==> config.mk <==
export PLATFORM = sky130hd
export DESIGN_NAME = rain_light_measure_seq
export DESIGN_NICKNAME = d
export VERILOG_FILES = /design/src/rtl/rlm_pkg.sv /design/src/rtl/rain_light_measure_seq.sv
export SDC_FILE = /design/constraint.sdc
export NUM_CORES = 1
export LEC_CHECK = 0
export ABC_AREA = 0
export BUFFER_PORTS_ARGS = -buffer_cell sky130_fd_sc_hd__buf_2
export CAP_MARGIN = 15
export CORE_UTILIZATION = 36
export DETAILED_ROUTE_END_ITERATION = 10
export GPL_TIMING_DRIVEN = 0
export PLACE_DENSITY_LB_ADDON = 0.12
export SYNTH_ARGS = -nofsm -noshare
export SYNTH_HDL_FRONTEND = slang
export SYNTH_SLANG_ARGS = --single-unit
==> constraint.sdc <==
create_clock -name clk_sys -period 4.25 [get_ports clk_sys]
set_input_delay 0.85 -clock clk_sys [delete_from_list [all_inputs] [get_ports clk_sys]]
set_output_delay 0.85 -clock clk_sys [all_outputs]
set_load 0.02 [all_outputs]
==> src/rtl/rlm_pkg.sv <==
// Constants for the rain and light measurement sequencer
package rlm_pkg;
	localparam int RES_W = 10;
	localparam int SUM_W = 14;
	localparam int NCH = 7;
	localparam logic [2:0] CH_RAIN = 3'h4;
	localparam logic [2:0] CH_TEMP = 3'h6;
	localparam logic [2:0] CH_LAST_SCAN = 3'h6;
	localparam logic [2:0] AVG_MAX = 3'h4;
	localparam logic [1:0] TEMP_AVG_MAX = 2'h3;
	localparam logic [9:0] RES_RST = 10'h000;
	localparam logic [9:0] TEMP_RST = 10'h3FF;
	localparam int RAIN_MOD_NS = 10000;
	localparam int LED_PULSE_NS = 2000;
	localparam int SCAN_INT_NS = 100000;
	localparam int CLK_NS = 10;
	localparam int RAIN_MOD_CYC = RAIN_MOD_NS / CLK_NS;
	localparam int LED_PULSE_CYC = LED_PULSE_NS / CLK_NS;
	localparam int SCAN_INT_CYC = SCAN_INT_NS / CLK_NS;
	localparam int FAST_SH = 3;
	localparam int SLOW_SH = 6;
endpackage : rlm_pkg

==> src/rtl/rain_light_measure_seq.sv <==
// Rain loop and light ADC measurement sequencer
// Behaviour
// - Rain and ADC have independent enables
// - Blanking holds ADC start during LED pulse
// - Blanking skips rain slots during conversion
// - Overrunning conversion waits next interval boundary
// - Rain off: no LEDs, same scan timing
// - Loop bit picks next LED
// - Each LED has 16-step current trim
// - Bandpass filtered bit stream is rain value
// - Threshold padded with zero both ends
// - Comparator high when strictly greater
// - Mode bit routes comparator to pin
// - ADC covers light, temperature, reference
// - Scan converts selected channels in turn
// - Scan results kept per channel
// - Rain channel and rain run exclude
// - Manual command: channel, own exponent
// - Block average of two-power samples
// - Exponent chosen by measurement kind
// - Manual waits its slot, busy shown
// - Manual result in manual pair
// - Burst suspends scan, repeats back to back
// - Burst ends by bit or halt
// - Exponents clipped to 4, temp 3
// - Unsettled light samples flag invalid
// - Manual during manual gives error
`timescale 1ns/1ps
module rain_light_measure_seq #(
	parameter int RAIN_MOD_CYC = rlm_pkg::RAIN_MOD_CYC,
	parameter int SCAN_INT_CYC = rlm_pkg::SCAN_INT_CYC
) (
	input wire logic clk_sys,
	input wire logic rstn,
	input wire logic rain_run_bit,
	input wire logic periodic_scan_mode,
	input wire logic blank_during_led,
	input wire logic [6:0] scan_channel_config,
	input wire logic [7:0] led_current_trim,
	input wire logic [7:0] rain_threshold_reg,
	input wire logic comparator_route,
	input wire logic [2:0] manual_avg_exp,
	input wire logic [2:0] scan_avg_exp,
	input wire logic [1:0] temp_avg_exp,
	input wire logic [7:0] settle_tolerance,
	input wire logic repeat_convert_bit,
	input wire logic measure_cmd,
	input wire logic [2:0] measure_chan,
	input wire logic halt_convert_cmd,
	input wire logic loop_bit,
	input wire logic adc_done,
	input wire logic [9:0] adc_data,
	output logic led_a_pulse_r,
	output logic led_b_pulse_r,
	output logic [3:0] led_a_trim_r,
	output logic [3:0] led_b_trim_r,
	output logic adc_start_r,
	output logic [2:0] adc_chan_r,
	output logic rain_active_r,
	output logic [9:0] rain_filtered_value_r,
	output logic comparator_out_pin_r,
	output logic busy_r,
	output logic not_executable_error_r,
	output logic [9:0] manual_result_r,
	output logic manual_invalid_r,
	output logic [6:0][9:0] scan_result_r,
	output logic [6:0] scan_invalid_r
);
	typedef enum logic [1:0] {
		S_IDLE = 2'h0,
		S_BLANK = 2'h1,
		S_CONV = 2'h2
	} adc_state_e;

	localparam int SUM_W_L = rlm_pkg::SUM_W;

	adc_state_e state_r;
	logic [31:0] mod_cnt_r;
	logic [31:0] led_cnt_r;
	logic [31:0] int_cnt_r;
	logic mod_tick;
	logic int_tick;
	logic led_on;
	logic [12:0] fast_r;
	logic [12:0] slow_r;
	logic [12:0] fast_nxt;
	logic [12:0] slow_nxt;
	logic [12:0] diff;
	logic [9:0] thr_wide;
	logic pend_r;
	logic [2:0] pend_chan_r;
	logic burst_r;
	logic cur_manual_r;
	logic [2:0] cur_exp_r;
	logic [4:0] samp_r;
	logic [SUM_W_L-1:0] sum_r;
	logic [9:0] prev_r;
	logic inval_r;
	logic [2:0] last_scan_r;
	logic [2:0] scan_pick;
	logic scan_any;
	logic [6:0] scan_mask;
	logic [2:0] m_exp;
	logic [2:0] s_exp;
	logic [10:0] sdiff;
	logic unsettled;
	logic [4:0] n_need;
	logic [SUM_W_L-1:0] sum_nxt;
	logic [9:0] avg_nxt;
	logic conv_end;
	logic accept;

	// Rain modulation slot and LED pulse timing
	assign mod_tick = (mod_cnt_r == 32'(RAIN_MOD_CYC - 1));
	assign int_tick = (int_cnt_r == 32'(SCAN_INT_CYC - 1));
	assign led_on = led_a_pulse_r | led_b_pulse_r;

	// Free running timers keep scan timing regardless of rain state
	always_ff @(posedge clk_sys or negedge rstn) begin
		if (!rstn) begin
			mod_cnt_r <= 32'h0;
			int_cnt_r <= 32'h0;
		end else begin
			mod_cnt_r <= mod_tick ? 32'h0 : mod_cnt_r + 32'h1;
			int_cnt_r <= int_tick ? 32'h0 : int_cnt_r + 32'h1;
		end
	end

	// Rain run flag refused while rain channel in use
	always_ff @(posedge clk_sys or negedge rstn) begin
		if (!rstn) begin
			rain_active_r <= 1'b0;
		end else if (!rain_run_bit) begin
			rain_active_r <= 1'b0;
		end else if (!rain_active_r) begin
			rain_active_r <= !(periodic_scan_mode && scan_channel_config[rlm_pkg::CH_RAIN])
				&& !(busy_r && pend_chan_r == rlm_pkg::CH_RAIN);
		end
	end

	// LED stimulus, side chosen by loop bit
	always_ff @(posedge clk_sys or negedge rstn) begin
		if (!rstn) begin
			led_a_pulse_r <= 1'b0;
			led_b_pulse_r <= 1'b0;
			led_cnt_r <= 32'h0;
		end else if (mod_tick && rain_active_r && rain_run_bit
				&& !(blank_during_led && state_r != S_IDLE)) begin
			led_a_pulse_r <= !loop_bit;
			led_b_pulse_r <= loop_bit;
			led_cnt_r <= 32'(rlm_pkg::LED_PULSE_CYC - 1);
		end else if (led_cnt_r != 32'h0 && rain_active_r) begin
			led_cnt_r <= led_cnt_r - 32'h1;
		end else begin
			led_a_pulse_r <= 1'b0;
			led_b_pulse_r <= 1'b0;
			led_cnt_r <= 32'h0;
		end
	end

	// Per LED sink current trim
	always_ff @(posedge clk_sys or negedge rstn) begin
		if (!rstn) begin
			led_a_trim_r <= 4'h0;
			led_b_trim_r <= 4'h0;
		end else begin
			led_a_trim_r <= led_current_trim[3:0];
			led_b_trim_r <= led_current_trim[7:4];
		end
	end

	// Bandpass: fast lowpass minus slow lowpass of bit stream
	always_comb begin
		fast_nxt = fast_r + 13'($signed((loop_bit ? 13'h0FFF : 13'h0000) - fast_r)
			>>> rlm_pkg::FAST_SH);
		slow_nxt = slow_r + 13'($signed(fast_r - slow_r) >>> rlm_pkg::SLOW_SH);
		diff = (fast_r > slow_r) ? fast_r - slow_r : 13'h0000;
	end

	always_ff @(posedge clk_sys or negedge rstn) begin
		if (!rstn) begin
			fast_r <= 13'h0000;
			slow_r <= 13'h0000;
			rain_filtered_value_r <= rlm_pkg::RES_RST;
		end else if (mod_tick && rain_active_r) begin
			fast_r <= fast_nxt;
			slow_r <= slow_nxt;
			rain_filtered_value_r <= diff[11:2];
		end
	end

	// Threshold compare routed to pin
	assign thr_wide = {1'b0, rain_threshold_reg, 1'b0};
	always_ff @(posedge clk_sys or negedge rstn) begin
		if (!rstn) begin
			comparator_out_pin_r <= 1'b0;
		end else begin
			comparator_out_pin_r <= comparator_route
				&& (rain_filtered_value_r > thr_wide);
		end
	end

	// Next selected scan channel after the last one
	always_comb begin
		scan_mask = scan_channel_config;
		if (rain_active_r) begin
			scan_mask[rlm_pkg::CH_RAIN] = 1'b0;
		end
		scan_pick = 3'h0;
		scan_any = 1'b0;
		for (int i = rlm_pkg::NCH - 1; i >= 0; i--) begin
			if (scan_mask[i] && 3'(i) > last_scan_r) begin
				scan_pick = 3'(i);
				scan_any = 1'b1;
			end
		end
		if (!scan_any) begin
			for (int i = rlm_pkg::NCH - 1; i >= 0; i--) begin
				if (scan_mask[i]) begin
					scan_pick = 3'(i);
					scan_any = 1'b1;
				end
			end
		end
	end

	// Exponent clipping and sample bookkeeping
	assign m_exp = (manual_avg_exp > rlm_pkg::AVG_MAX) ? rlm_pkg::AVG_MAX : manual_avg_exp;
	assign s_exp = (scan_avg_exp > rlm_pkg::AVG_MAX) ? rlm_pkg::AVG_MAX : scan_avg_exp;
	assign n_need = 5'h01 << cur_exp_r;
	assign sum_nxt = sum_r + SUM_W_L'(adc_data);
	assign avg_nxt = 10'(sum_nxt >> cur_exp_r);
	assign sdiff = (adc_data > prev_r) ? 11'(adc_data - prev_r) : 11'(prev_r - adc_data);
	assign unsettled = (samp_r != 5'h00) && (adc_chan_r < rlm_pkg::CH_RAIN + 3'h1)
		&& (sdiff >= 11'(settle_tolerance));
	assign conv_end = (state_r == S_CONV) && adc_done && (samp_r + 5'h01 == n_need);
	assign accept = measure_cmd && !busy_r
		&& !(measure_chan == rlm_pkg::CH_RAIN && rain_active_r);

	// Manual command intake, busy and error
	always_ff @(posedge clk_sys or negedge rstn) begin
		if (!rstn) begin
			pend_r <= 1'b0;
			pend_chan_r <= 3'h0;
			busy_r <= 1'b0;
			not_executable_error_r <= 1'b0;
			burst_r <= 1'b0;
		end else begin
			not_executable_error_r <= measure_cmd && !accept;
			if (accept) begin
				pend_r <= 1'b1;
				pend_chan_r <= measure_chan;
				busy_r <= 1'b1;
				burst_r <= repeat_convert_bit;
			end else begin
				if (burst_r && (!repeat_convert_bit || halt_convert_cmd)) begin
					burst_r <= 1'b0;
					// Drop the retrigger queued behind a running repeat
					if (state_r != S_IDLE) begin
						pend_r <= 1'b0;
					end
				end
				if (state_r == S_IDLE && pend_r && (int_tick || burst_r)) begin
					pend_r <= burst_r && repeat_convert_bit && !halt_convert_cmd;
				end
				if (conv_end && cur_manual_r && !(burst_r && repeat_convert_bit
						&& !halt_convert_cmd)) begin
					busy_r <= 1'b0;
				end
			end
		end
	end

	// Conversion sequencer with averaging and blanking
	always_ff @(posedge clk_sys or negedge rstn) begin
		if (!rstn) begin
			state_r <= S_IDLE;
			adc_start_r <= 1'b0;
			adc_chan_r <= 3'h0;
			cur_manual_r <= 1'b0;
			cur_exp_r <= 3'h0;
			samp_r <= 5'h00;
			sum_r <= '0;
			prev_r <= 10'h000;
			inval_r <= 1'b0;
			last_scan_r <= rlm_pkg::CH_LAST_SCAN;
		end else begin
			adc_start_r <= 1'b0;
			case (state_r)
				S_IDLE: begin
					samp_r <= 5'h00;
					sum_r <= '0;
					inval_r <= 1'b0;
					if (pend_r && (int_tick || burst_r)) begin
						adc_chan_r <= pend_chan_r;
						cur_manual_r <= 1'b1;
						cur_exp_r <= (pend_chan_r == rlm_pkg::CH_TEMP)
							? {1'b0, temp_avg_exp} : m_exp;
						state_r <= S_BLANK;
					end else if (int_tick && periodic_scan_mode && scan_any
							&& !burst_r) begin
						adc_chan_r <= scan_pick;
						last_scan_r <= scan_pick;
						cur_manual_r <= 1'b0;
						cur_exp_r <= (scan_pick == rlm_pkg::CH_TEMP)
							? {1'b0, temp_avg_exp} : s_exp;
						state_r <= S_BLANK;
					end
				end
				S_BLANK: begin
					if (!(blank_during_led && led_on)) begin
						adc_start_r <= 1'b1;
						state_r <= S_CONV;
					end
				end
				S_CONV: begin
					if (adc_done) begin
						prev_r <= adc_data;
						inval_r <= inval_r | unsettled;
						if (conv_end) begin
							state_r <= S_IDLE;
						end else begin
							samp_r <= samp_r + 5'h01;
							sum_r <= sum_nxt;
							state_r <= S_BLANK;
						end
					end
				end
				default: begin
					state_r <= S_IDLE;
				end
			endcase
		end
	end

	// Manual result pair
	always_ff @(posedge clk_sys or negedge rstn) begin
		if (!rstn) begin
			manual_result_r <= rlm_pkg::RES_RST;
			manual_invalid_r <= 1'b0;
		end else if (conv_end && cur_manual_r) begin
			manual_result_r <= avg_nxt;
			manual_invalid_r <= inval_r | unsettled;
		end
	end

	// Per channel scan result registers
	for (genvar g = 0; g < rlm_pkg::NCH; g++) begin : g_res
		always_ff @(posedge clk_sys or negedge rstn) begin
			if (!rstn) begin
				scan_result_r[g] <= (g == rlm_pkg::CH_TEMP) ? rlm_pkg::TEMP_RST
					: rlm_pkg::RES_RST;
				scan_invalid_r[g] <= 1'b0;
			end else if (conv_end && !cur_manual_r && adc_chan_r == 3'(g)) begin
				scan_result_r[g] <= avg_nxt;
				scan_invalid_r[g] <= inval_r | unsettled;
			end
		end
	end
endmodule : rain_light_measure_seq

==> summary.md, run 1 <==
| Metric | Value |
|---|---|
| Final Setup Violations | `0` |
| Power Dens Cells | `529 mW/mm^2` |
| Post-synth EDFFs | `0` |
| Nets | `2062` |
| Routed vias/inst | `5.15` |
| FMAX | `244 MHz` |
| I/O Buffers | `178` |
| Routed Antenna Nets | `0` |
| Dominant delay contributor by cell family on the critical path | `compound AO/OA/AOI/OAI gates` |
| Vias in the first global route | `12800` |
| TritonCTS Buffers | `36` |
| Final GP Congestion | `0.861` |
| Max-cap viol count | `0` |
| WP data required | `4630 ps` |
| Synth Warn # | `0` |
| CP arrival | `4480 ps` |
| Core Area | `0.0443 sq mm` |
| Final period util | `96.3%` |
| Root buf cell | `clkbuf_16` |
| Max stage delay on crit path | `440 ps` |
| Post-Syn Instances | `1672` |
| WL/cell | `16.4 um` |
| Grt total ovfl | `0` |
| DRT Pass-1 Iters | `7` |
| Core Util, Final | `43.9%` |
| I/O Pins | `179` |
| WP buf/inv | `3` |
| Initial antenna violation count | `0` |
| Max-slew violation count | `0` |
| CTS tree | `done` |
| CP max stage cell | `or3_4` |
| Crit path max fanout | `9` |
| Die Wd | `214 um` |
| Post-synth top flop | `dfrtp_1` |
| #FFs+latches synth | `282` |
| Min Tclk post-route | `4090 ps` |
| VDD IR-drop max | `0.410 mV` |
| Leakage | `0.00940 uW` |
| Row count | `77` |
| CP Cell Sequence | `buf_4 -> inv_4 -> ha_4 -> nand4_1 -> or3_4 -> mux2i_4 -> o21ba_4 -> mux2i_2 -> o21ai_2 -> a221oi_2 -> xnor2_1 -> ha_1 -> a21oi_2 -> o31ai_2 -> nand3_1 -> a21boi_1 -> a2111o_1 -> nor3_4 -> buf_12 -> o31ai_1` |
| Final Hold Fails | `0` |
| Average size of a mapped cell | `9.71 sq um` |
| Die area | `0.0460 sq mm` |
| Slack of the critical path | `157 ps` |
| Run status | `finished clean` |
| DR iter-0 viols | `648` |
| Netlist Area Pre-Place | `0.0162 sq mm` |
| Initial Utilization | `36.6%` |
| Crit path kind | `in2reg` |
| Residual DRC | `0` |
| Worst-path clk slew | `60 ps` |
| Share of cells above drive strength 1 | `19.8%` |
| Largest net degree at the start of global routing | `119` |
| Detailed placement HPWL | `30600 um` |
| CP Launch Type | `input port` |
| Relative slew slack | `14.9%` |
| Layout area overhead | `19.8%` |
| # diodes | `0` |
| Total GRT Usage | `18.2%` |
| First-pass GRT wire length | `68400 um` |
| Via Count | `13000` |
| Synth unique cells | `86` |
| Final wirelength | `41200 um` |
| Clock skew | `28.9 ps` |
| Pre-CTS setup slack | `-888 ps` |
| Chip height | `214 um` |
| Ys async rst share | `100%` |
| Final TNS setup | `0 ps` |
| Clock Sinks | `282` |
| Worst slew pin tran | `1280 ps` |
| Hold/Removal Path Class | `in2async` |
| Syn Nets | `1840` |
| Max clock buf depth | `3` |
| Clk Latency, worst-skew pair | `560 ps` |
| Sequential share of the synthesized area | `43.5%` |
| H-tree depth | `2` |
| CP endpoint kind | `register` |
-- worst paths after layout --
kind	endpoint	depth (start not counted)	from	slack (ps)
max in group asynchronous	int_cnt_r[19]$_DFF_PN0_	2	rstn	2910
min	prev_r[9]$_DFFE_PN0P_	1	rstn	250
min reg2reg	int_cnt_r[0]$_DFF_PN0_	1	int_cnt_r[0]$_DFF_PN0_	460
max	manual_invalid_r$_DFFE_PN0P_	20	adc_data[5]	160
min in group clk_sys	led_b_trim_r[1]$_DFF_PN0_	1	led_current_trim[5]	390
max reg2reg	manual_invalid_r$_DFFE_PN0P_	18	prev_r[6]$_DFFE_PN0P_	190
-- synth_stat cells, types with 7 or more instances --
cell      instances  area, sq um
a211oi_1         14          105
a21o_1           17          128
a21oi_1          75          375
a31oi_1          11         68.8
and3_1           20          125
buf_2            11         55.1
clkbuf_1         31          116
dfrtp_1         270         6760
dfstp_2          12          315
ha_1            100         1250
inv_1           107          402
mux2_1           12          135
mux2_2           56          631
mux2i_1          29          290
nand2_1         154          578
nand2b_1         17          106
nand3_1          54          270
nand3b_1          9         67.6
nand4_1          25          156
nor2_1          127          477
nor2b_1          24          150
nor3_1           36          180
nor4_1           23          144
o21a_1           10         75.1
o21ai_0         115          576
o21bai_1          7         52.6
o31ai_1          20          150
or2_2             9         56.3
or3_1            10         62.6
xnor2_1          92          806
xor2_1           49          429
-- cells in the final DEF (no fill, tap or decap), drive strengths merged, types with 29 or more instances in the layout --
cell and count:
nor2 127, nand2 154, clkbuf 84, xnor2 92, buf 201, nor3 37
mux2i 29, inv 107, dfrtp 270, nand3 54, o21ai 120, mux2 68
ha 100, xor2 49, a21oi 78
-- where the power goes --
group / leakage (uW) / switching (uW) / internal [uW] / total [uW]
combinational: 0.00513 / 2460 / 1530 / 3990
sequential: 0.00369 / 262 / 2970 / 3230
clock: 0.000587 / 1220 / 1860 / 3070
total: 0.00940 / 3940 / 6360 / 10300
-- layer usage --
layer	vias up	share of wire (%)	GRT usage, %
met2	223	48	30.4
li1	6361	-	-
met3	50	3.5	3.06
met4	0	1.7	4.12
met5	-	0	0
met1	6325	47	24.5
-- state kept, by name (all words and copies together), names as in the netlist, 5 cells and up --
signal	flops
fast_r	13
scan_result_r	70
sum_r	14
mod_cnt_r	32
int_cnt_r	32
slow_r	13
samp_r	5
led_cnt_r	32
scan_invalid_r	7
manual_result_r	10
prev_r	10
rain_filtered_value_r	10
-- metrics by stage --
step                      area (sq um)  cells  power (uW)  hold slack, ps
after floorplan                  16400   1672        5960             425
after global routing             19500   2514       11000             317
after detailed placement         18100   2444        7130             452
after global placement           18000   2442        7060             443
final                            19500   2514       10300             245
after CTS                        19400   2512       10400             296
-- layout make-up --
class / count / area (sq um)
well taps: 592 / 741
inverters: 107 / 434
clock inverters: 13 / 156
multi-input cells: 1235 / 8760
repair buffers: 189 / 1060
fillers: 4405 / 24900
flip-flops and latches: 282 / 7070
clock buffers: 53 / 1050
plain buffers: 43 / 180
-- cell families (layout without fill, tap and decap cells) --
group / Yosys count / count (layout) / synth area share [%]
AO/OA/AOI/OAI: 345 / 345 / 13.6
XOR/XNOR: 141 / 141 / 7.60
adder cells (fa/ha/maj): 105 / 105 / 8.32
buffers and inverters: 155 / 405 / 3.67
flip-flops: 282 / 282 / 43.5
multiplexers: 98 / 98 / 6.64
AND/OR/NAND/NOR: 546 / 546 / 16.6
-- worst register-to-register path: cells and delay by family, from the launching register on --
family / cells / cell delay (ps)
DFF: 1 / 410
AOI/OAI and AO/OA: 8 / 1290
buffers and inverters: 1 / 150
xor gates and xnor gates: 1 / 120
and+or+nand+nor: 4 / 900
muxes: 2 / 370
adders and majority gates: 2 / 660
-- repair_timing --
item	4_1_cts	5_1_grt
setup buffers	2	7
pin swaps	7	14
hold buffers	0	0
resized for setup	16	21
setup endpoints to repair	7	14
(Power assumes the default switching activity.)
==> run 2: changes to the inputs <==
Settings changed: CTS_BUF_LIST set to sky130_fd_sc_hd__clkbuf_8.
==> run 2 against run 1 <==
Effect of this change:
- sequential share of layout area about the same
- register-to-register slack worse by 30 ps
- clock-buffer cell count grew 17
- clock power shrank 5%
- die area unchanged
- sequential cell count unchanged
- routed wire length increased by 1.2%
- global-route usage increased by 0.10 points
- critical path type unchanged
- critical endpoint is now scan_invalid_r[3]$_DFFE_PN0P_
==> summary.md, run 2 (same netlist as run 1, synthesis figures left out) <==
| Metric | Value |
|---|---|
| Max-cap viol count | `0` |
| I/O Pins | `179` |
| Final period util | `96.9%` |
| Crit path max fanout | `7` |
| Pwr Total | `10200 uW` |
| VDD IR-drop max | `0.401 mV` |
| Die area | `0.0460 sq mm` |
| Final Non-Filler Cells | `2557` |
| Worst-path clk slew | `70 ps` |
| WL/cell | `16.3 um` |
| Crit path kind | `in2reg` |
| Share of cells above drive strength 1 | `21.0%` |
| Final TNS setup | `0 ps` |
| Total GRT Usage | `18.3%` |
| RR Startpoint | `prev_r[7]$_DFFE_PN0P_` |
| Final Setup Violations | `0` |
| Run status | `finished clean` |
| FMAX | `243 MHz` |
| CTS tree | `done` |
| Nets | `2089` |
| Via Count | `13000` |
| Register-to-register setup slack | `160 ps` |
| Max reg flops | `70` |
| CP Launch Type | `input port` |
| Pre-CTS setup slack | `-888 ps` |
| DR iter-0 viols | `654` |
| Post-Place Cells | `2444` |
| Top reg by flops | `scan_result_r` |
| Detailed placement HPWL | `30600 um` |
| Clock Sinks | `282` |
| Final Hold Fails | `0` |
| Routed Antenna Nets | `0` |
| Worst hold slack | `139 ps` |
| Leakage | `0.00952 uW` |
| Max clock buf depth | `3` |
| Die Wd | `214 um` |
| Chip height | `214 um` |
| R2r endpoint | `scan_invalid_r[3]$_DFFE_PN0P_` |
| Worst slew pin tran | `1310 ps` |
| Max-slew violation count | `0` |
| Most frequent cells in the layout | `dfrtp_1 (269), buf_2 (185), nand2_1 (154), nor2_1 (127), inv_1 (117)` |
| First-pass GRT wire length | `68800 um` |
| Layout area overhead | `19.9%` |
| Grt total ovfl | `0` |
| Initial antenna violation count | `0` |
| Final wirelength | `41700 um` |
| Core Area | `0.0443 sq mm` |
| DRT Pass-1 Iters | `5` |
| R2R cell count | `18` |
| Commonest non-fill, non-tap cell in the layout | `dfrtp_1` |
| Residual DRC | `0` |
| H-tree depth | `2` |
| Hold/Removal Path Class | `in2async` |
| RSZ-0062 raised after global routing | `true` |
| CP arrival | `4620 ps` |
| Clk Latency, worst-skew pair | `650 ps` |
| Power Dens Cells | `523 mW/mm^2` |
| Row count | `77` |
| TritonCTS Buffers | `54` |
| Relative slew slack | `13.0%` |
| Initial Utilization | `36.6%` |
| Min Tclk post-route | `4120 ps` |
| Root buf cell | `clkbuf_8` |
| CP endpoint kind | `register` |
| Routed vias/inst | `5.09` |
| I/O Buffers | `178` |
| Hold buffer count at CTS | `0` |
| Vias in the first global route | `13000` |
| Final GP Congestion | `0.861` |
| WP data required | `4750 ps` |
| Clock skew | `39.5 ps` |
| Largest net degree at the start of global routing | `119` |
| # diodes | `0` |
| Slack of the critical path | `131 ps` |
==> run 2: cell types whose count changed in the layout (fill, tap and decap cells not counted), moves of 3 or more <==
cell       previous run  this run
clkbuf_16            36         0
inv_1               102       117
clkbuf_8              9        70
clkinv_2              5         8
clkbuf_1             37        29
buf_2               178       185
buf_4                 9        16
==> run 2: how the worst max path moves through the flow <==
| stage | slack [ps] | start | endpoint |
|---|---|---|---|
| 3_3_place_gp | -3250 | rstn | led_b_trim_r[3]$_DFF_PN0_ |
| 3_5_place_dp | -890 | adc_data[7] | scan_invalid_r[3]$_DFFE_PN0P_ |
| 2_1_floorplan | -90 | adc_data[6] | inval_r$_DFFE_PN0P_ |
| 5_1_grt | -50 | prev_r[7]$_DFFE_PN0P_ | scan_invalid_r[3]$_DFFE_PN0P_ |
| 4_1_cts | 0.1 | prev_r[7]$_DFFE_PN0P_ | scan_invalid_r[3]$_DFFE_PN0P_ |
| 6_report | 130 | adc_data[7] | scan_invalid_r[3]$_DFFE_PN0P_ |
==> run 2: metal layers <==
layer  track usage [%]  share of wire [%]
met5                 0                  0
met4              5.33                2.0
met3              2.98                3.9
met2              30.2                 48
met1              24.6                 46
==> run 2: through the flow <==
stage / util, % / instance area (sq um)
after floorplan: - / 16400
after global placement: 40.6 / 18000
after detailed placement: 40.8 / 18100
after CTS: 43.6 / 19300
after global routing: 43.9 / 19500
final: 43.9 / 19500
==> run 2: what timing repair did <==
item / CTS / global route
endpoints found under the setup margin: 7 / 11
pin swaps: 1 / 17
resized for setup: 2 / 24
buffers inserted: 3 / 14
==> run 2: report_power, final <==
group / switching, uW / total [uW] / internal [uW]
registers: 261 / 3230 / 2970
logic: 2460 / 4030 / 1570
clock network: 1260 / 2930 / 1670
==> run 2: cell type report <==
class / instances / area (sq um)
Multi-Input combinational cell: 1235 / 8750
Clock inverter: 30 / 238
Inverter: 107 / 434
Clock buffer: 70 / 963
Sequential cell: 282 / 7070
Timing Repair Buffer: 198 / 1100
Tap cell: 592 / 741
Fill cell: 4428 / 24800
Buffer: 43 / 178
==> run 2: critical path: stages <==
cell	delay, ps
buf_2	210
inv_12	40
ha_4	290
nand4_1	150
or3_4	420
mux2i_4	160
o21ba_4	220
mux2i_4	180
o21ai_1	110
a221oi_2	250
xnor2_1	160
ha_1	280
a21oi_2	150
o31ai_2	80
nand3_1	90
a21boi_1	60
a2111o_1	450
nor3_4	220
buf_12	150
o31ai_1	70
==> run 3: changes to the inputs <==
Settings changed: CELL_PAD_IN_SITES_DETAIL_PLACEMENT set to 1, CELL_PAD_IN_SITES_GLOBAL_PLACEMENT set to 2, CORE_UTILIZATION 36 to 35.
==> run 3 against run 2 <==
Effect of this change:
- sequential cell count unchanged
- maximum frequency decreased by 0.45%
- register-to-register slack got worse by 30 ps
- sequential power about the same
- sequential share of layout area down 0.17 points
- critical path type unchanged
- largest power group unchanged
==> summary.md, run 3 (same netlist as run 1, synthesis figures left out) <==
| Metric | Value |
|---|---|
| Pre-CTS setup slack | `-995 ps` |
| Routed vias/inst | `5.17` |
| FMAX | `242 MHz` |
| Crit path max fanout | `7` |
| Clock Sinks | `282` |
| Hold/Removal Path Class | `in2async` |
| Final Non-Filler Cells | `2573` |
| I/O Buffers | `178` |
| Slack of the critical path | `112 ps` |
| Final period util | `97.4%` |
| Routed Antenna Nets | `0` |
| Post-Place Cells | `2453` |
| Worst-path clk slew | `70 ps` |
| FILL cells | `5215` |
| Total GRT Usage | `19.6%` |
| Residual DRC | `0` |
| Die Wd | `217 um` |
| Clock skew | `41.1 ps` |
| Die area | `0.0473 sq mm` |
| Min Tclk post-route | `4140 ps` |
| Commonest non-fill, non-tap cell in the layout | `dfrtp_1` |
| Detailed placement HPWL | `34300 um` |
| Leakage | `0.00954 uW` |
| Worst slew pin tran | `1340 ps` |
| Relative slew slack | `10.7%` |
| WL/cell | `17.7 um` |
| Initial Utilization | `35.6%` |
| WP data required | `4750 ps` |
| Grt total ovfl | `0` |
| Max reg flops | `70` |
| Clk Latency, worst-skew pair | `650 ps` |
| Grt met3 use | `4.24%` |
| CTS tree | `done` |
| Top reg by flops | `scan_result_r` |
| TritonCTS Buffers | `54` |
| GR peak layer | `met2` |
| Row count | `78` |
| Power Dens Cells | `524 mW/mm^2` |
| Met2 GRT Util | `32.5%` |
| Final Hold Fails | `0` |
| Placed Area | `0.0181 sq mm` |
| I/O Pins | `179` |
| Largest net degree at the start of global routing | `99` |
| Max-slew violation count | `0` |
| Root buf cell | `clkbuf_8` |
| Met1 Track Usage GR | `25.5%` |
| Max-cap viol count | `0` |
| Final Setup Violations | `0` |
| DR iter-0 viols | `474` |
| Nets | `2093` |
| First-pass GRT wire length | `74700 um` |
| Most frequent cells in the layout | `dfrtp_1 (269), buf_2 (183), nand2_1 (154), nor2_1 (127), inv_1 (118)` |
| Core Area | `0.0456 sq mm` |
| Share of cells above drive strength 1 | `21.5%` |
| CP Launch Type | `input port` |
| Max clock buf depth | `3` |
| CP arrival | `4640 ps` |
| Crit path kind | `in2reg` |
| Via Count | `13300` |
| VDD IR-drop max | `0.259 mV` |
| Final GP Congestion | `0.811` |
| Run status | `finished clean` |
| Final wirelength | `45600 um` |
| H-tree depth | `2` |
| CP endpoint kind | `register` |
| DRT Pass-1 Iters | `5` |
| Initial antenna violation count | `9` |
| Chip height | `217 um` |
| Layout Cell Area excl Fill | `0.0196 sq mm` |
| Layout area overhead | `20.5%` |
| Vias in the first global route | `14100` |
run 3: cell count changes in the layout (fill, tap and decap cells not counted), moves of 2 or more:
| cell | before | now |
|---|---|---|
| o31ai_2 | 3 | 1 |
| o21ai_0 | 114 | 112 |
| o21ai_2 | 0 | 2 |
| diode_2 | 0 | 5 |
| a21oi_1 | 73 | 71 |
| a21oi_2 | 5 | 7 |
| clkbuf_8 | 70 | 68 |
| buf_4 | 16 | 20 |
| buf_2 | 185 | 183 |
run 3: timing repair:
action                                 CTS  global route
gates resized for setup                  4            33
endpoints found under the hold margin    0             0
pin swaps                                1            19
hold buffers                             0             0
setup endpoints to repair                8            18
setup buffers                            2            19
gates cloned                             0             0
run 3: final cells by class:
cell class	instances	area (sq um)	area share, %
diodes	5	12.5	0.0640
plain buffers	43	178	0.908
clock buffers	68	936	4.78
clock inverters	31	233	1.19
inverters	107	434	2.22
multi-input cells	1235	8790	44.9
flip-flops and latches	282	7070	36.2
well taps	600	751	3.84
repair buffers	202	1160	5.91
run 3: worst paths after layout:
check | start | endpoint | slack [ps] | depth (start not counted)
worst max-delay path | adc_data[7] | scan_invalid_r[2]$_DFFE_PN0P_ | 110 | 20
worst min-delay path | rstn | prev_r[9]$_DFFE_PN0P_ | 70 | 1
worst max register to register | prev_r[5]$_DFFE_PN0P_ | scan_invalid_r[2]$_DFFE_PN0P_ | 130 | 18
worst min register to register | int_cnt_r[0]$_DFF_PN0_ | int_cnt_r[0]$_DFF_PN0_ | 480 | 1
max in group asynchronous | rstn | last_scan_r[1]$_DFFE_PN1P_ | 3080 | 3
min in group clk_sys | led_current_trim[5] | led_b_trim_r[1]$_DFF_PN0_ | 310 | 1
run 3: worst max-delay path, stage by stage:
cell,delay [ps]
buf_2,200
inv_12,40
ha_4,280
nand4_1,130
or3_4,420
mux2i_1,190
o21ba_4,220
mux2i_1,190
o21ai_2,80
a221oi_2,240
xnor2_1,160
ha_1,280
a21oi_2,180
o31ai_4,90
nand3_1,100
a21boi_1,70
a2111o_1,440
nor3_4,220
buf_12,150
o31ai_1,70
run 3: layer usage:
metal	routed length (um)	part of all wire (%)	vias up
li1	-	-	6429
met1	20900	46	6568
met2	21600	47	218
met3	2080	4.6	82
met4	989	2.2	6
met5	32	0.070	-
run 3: power breakdown:
part	internal, uW	total (uW)	switching [uW]
Combinational	1610	4130	2520
Sequential	2970	3240	267
Clock	1630	2890	1260
run 3: through the flow:
stage,power [uW],hold slack (ps),utilization [%],TNS [ps]
finish,10300,67.3,42.9,0
global route,11000,53.8,42.9,-159
CTS,10300,40.5,42.4,0
detailed placement,7210,470,39.7,-18860
global placement,7110,441,39.5,-927810
floorplan,5960,425,-,-525
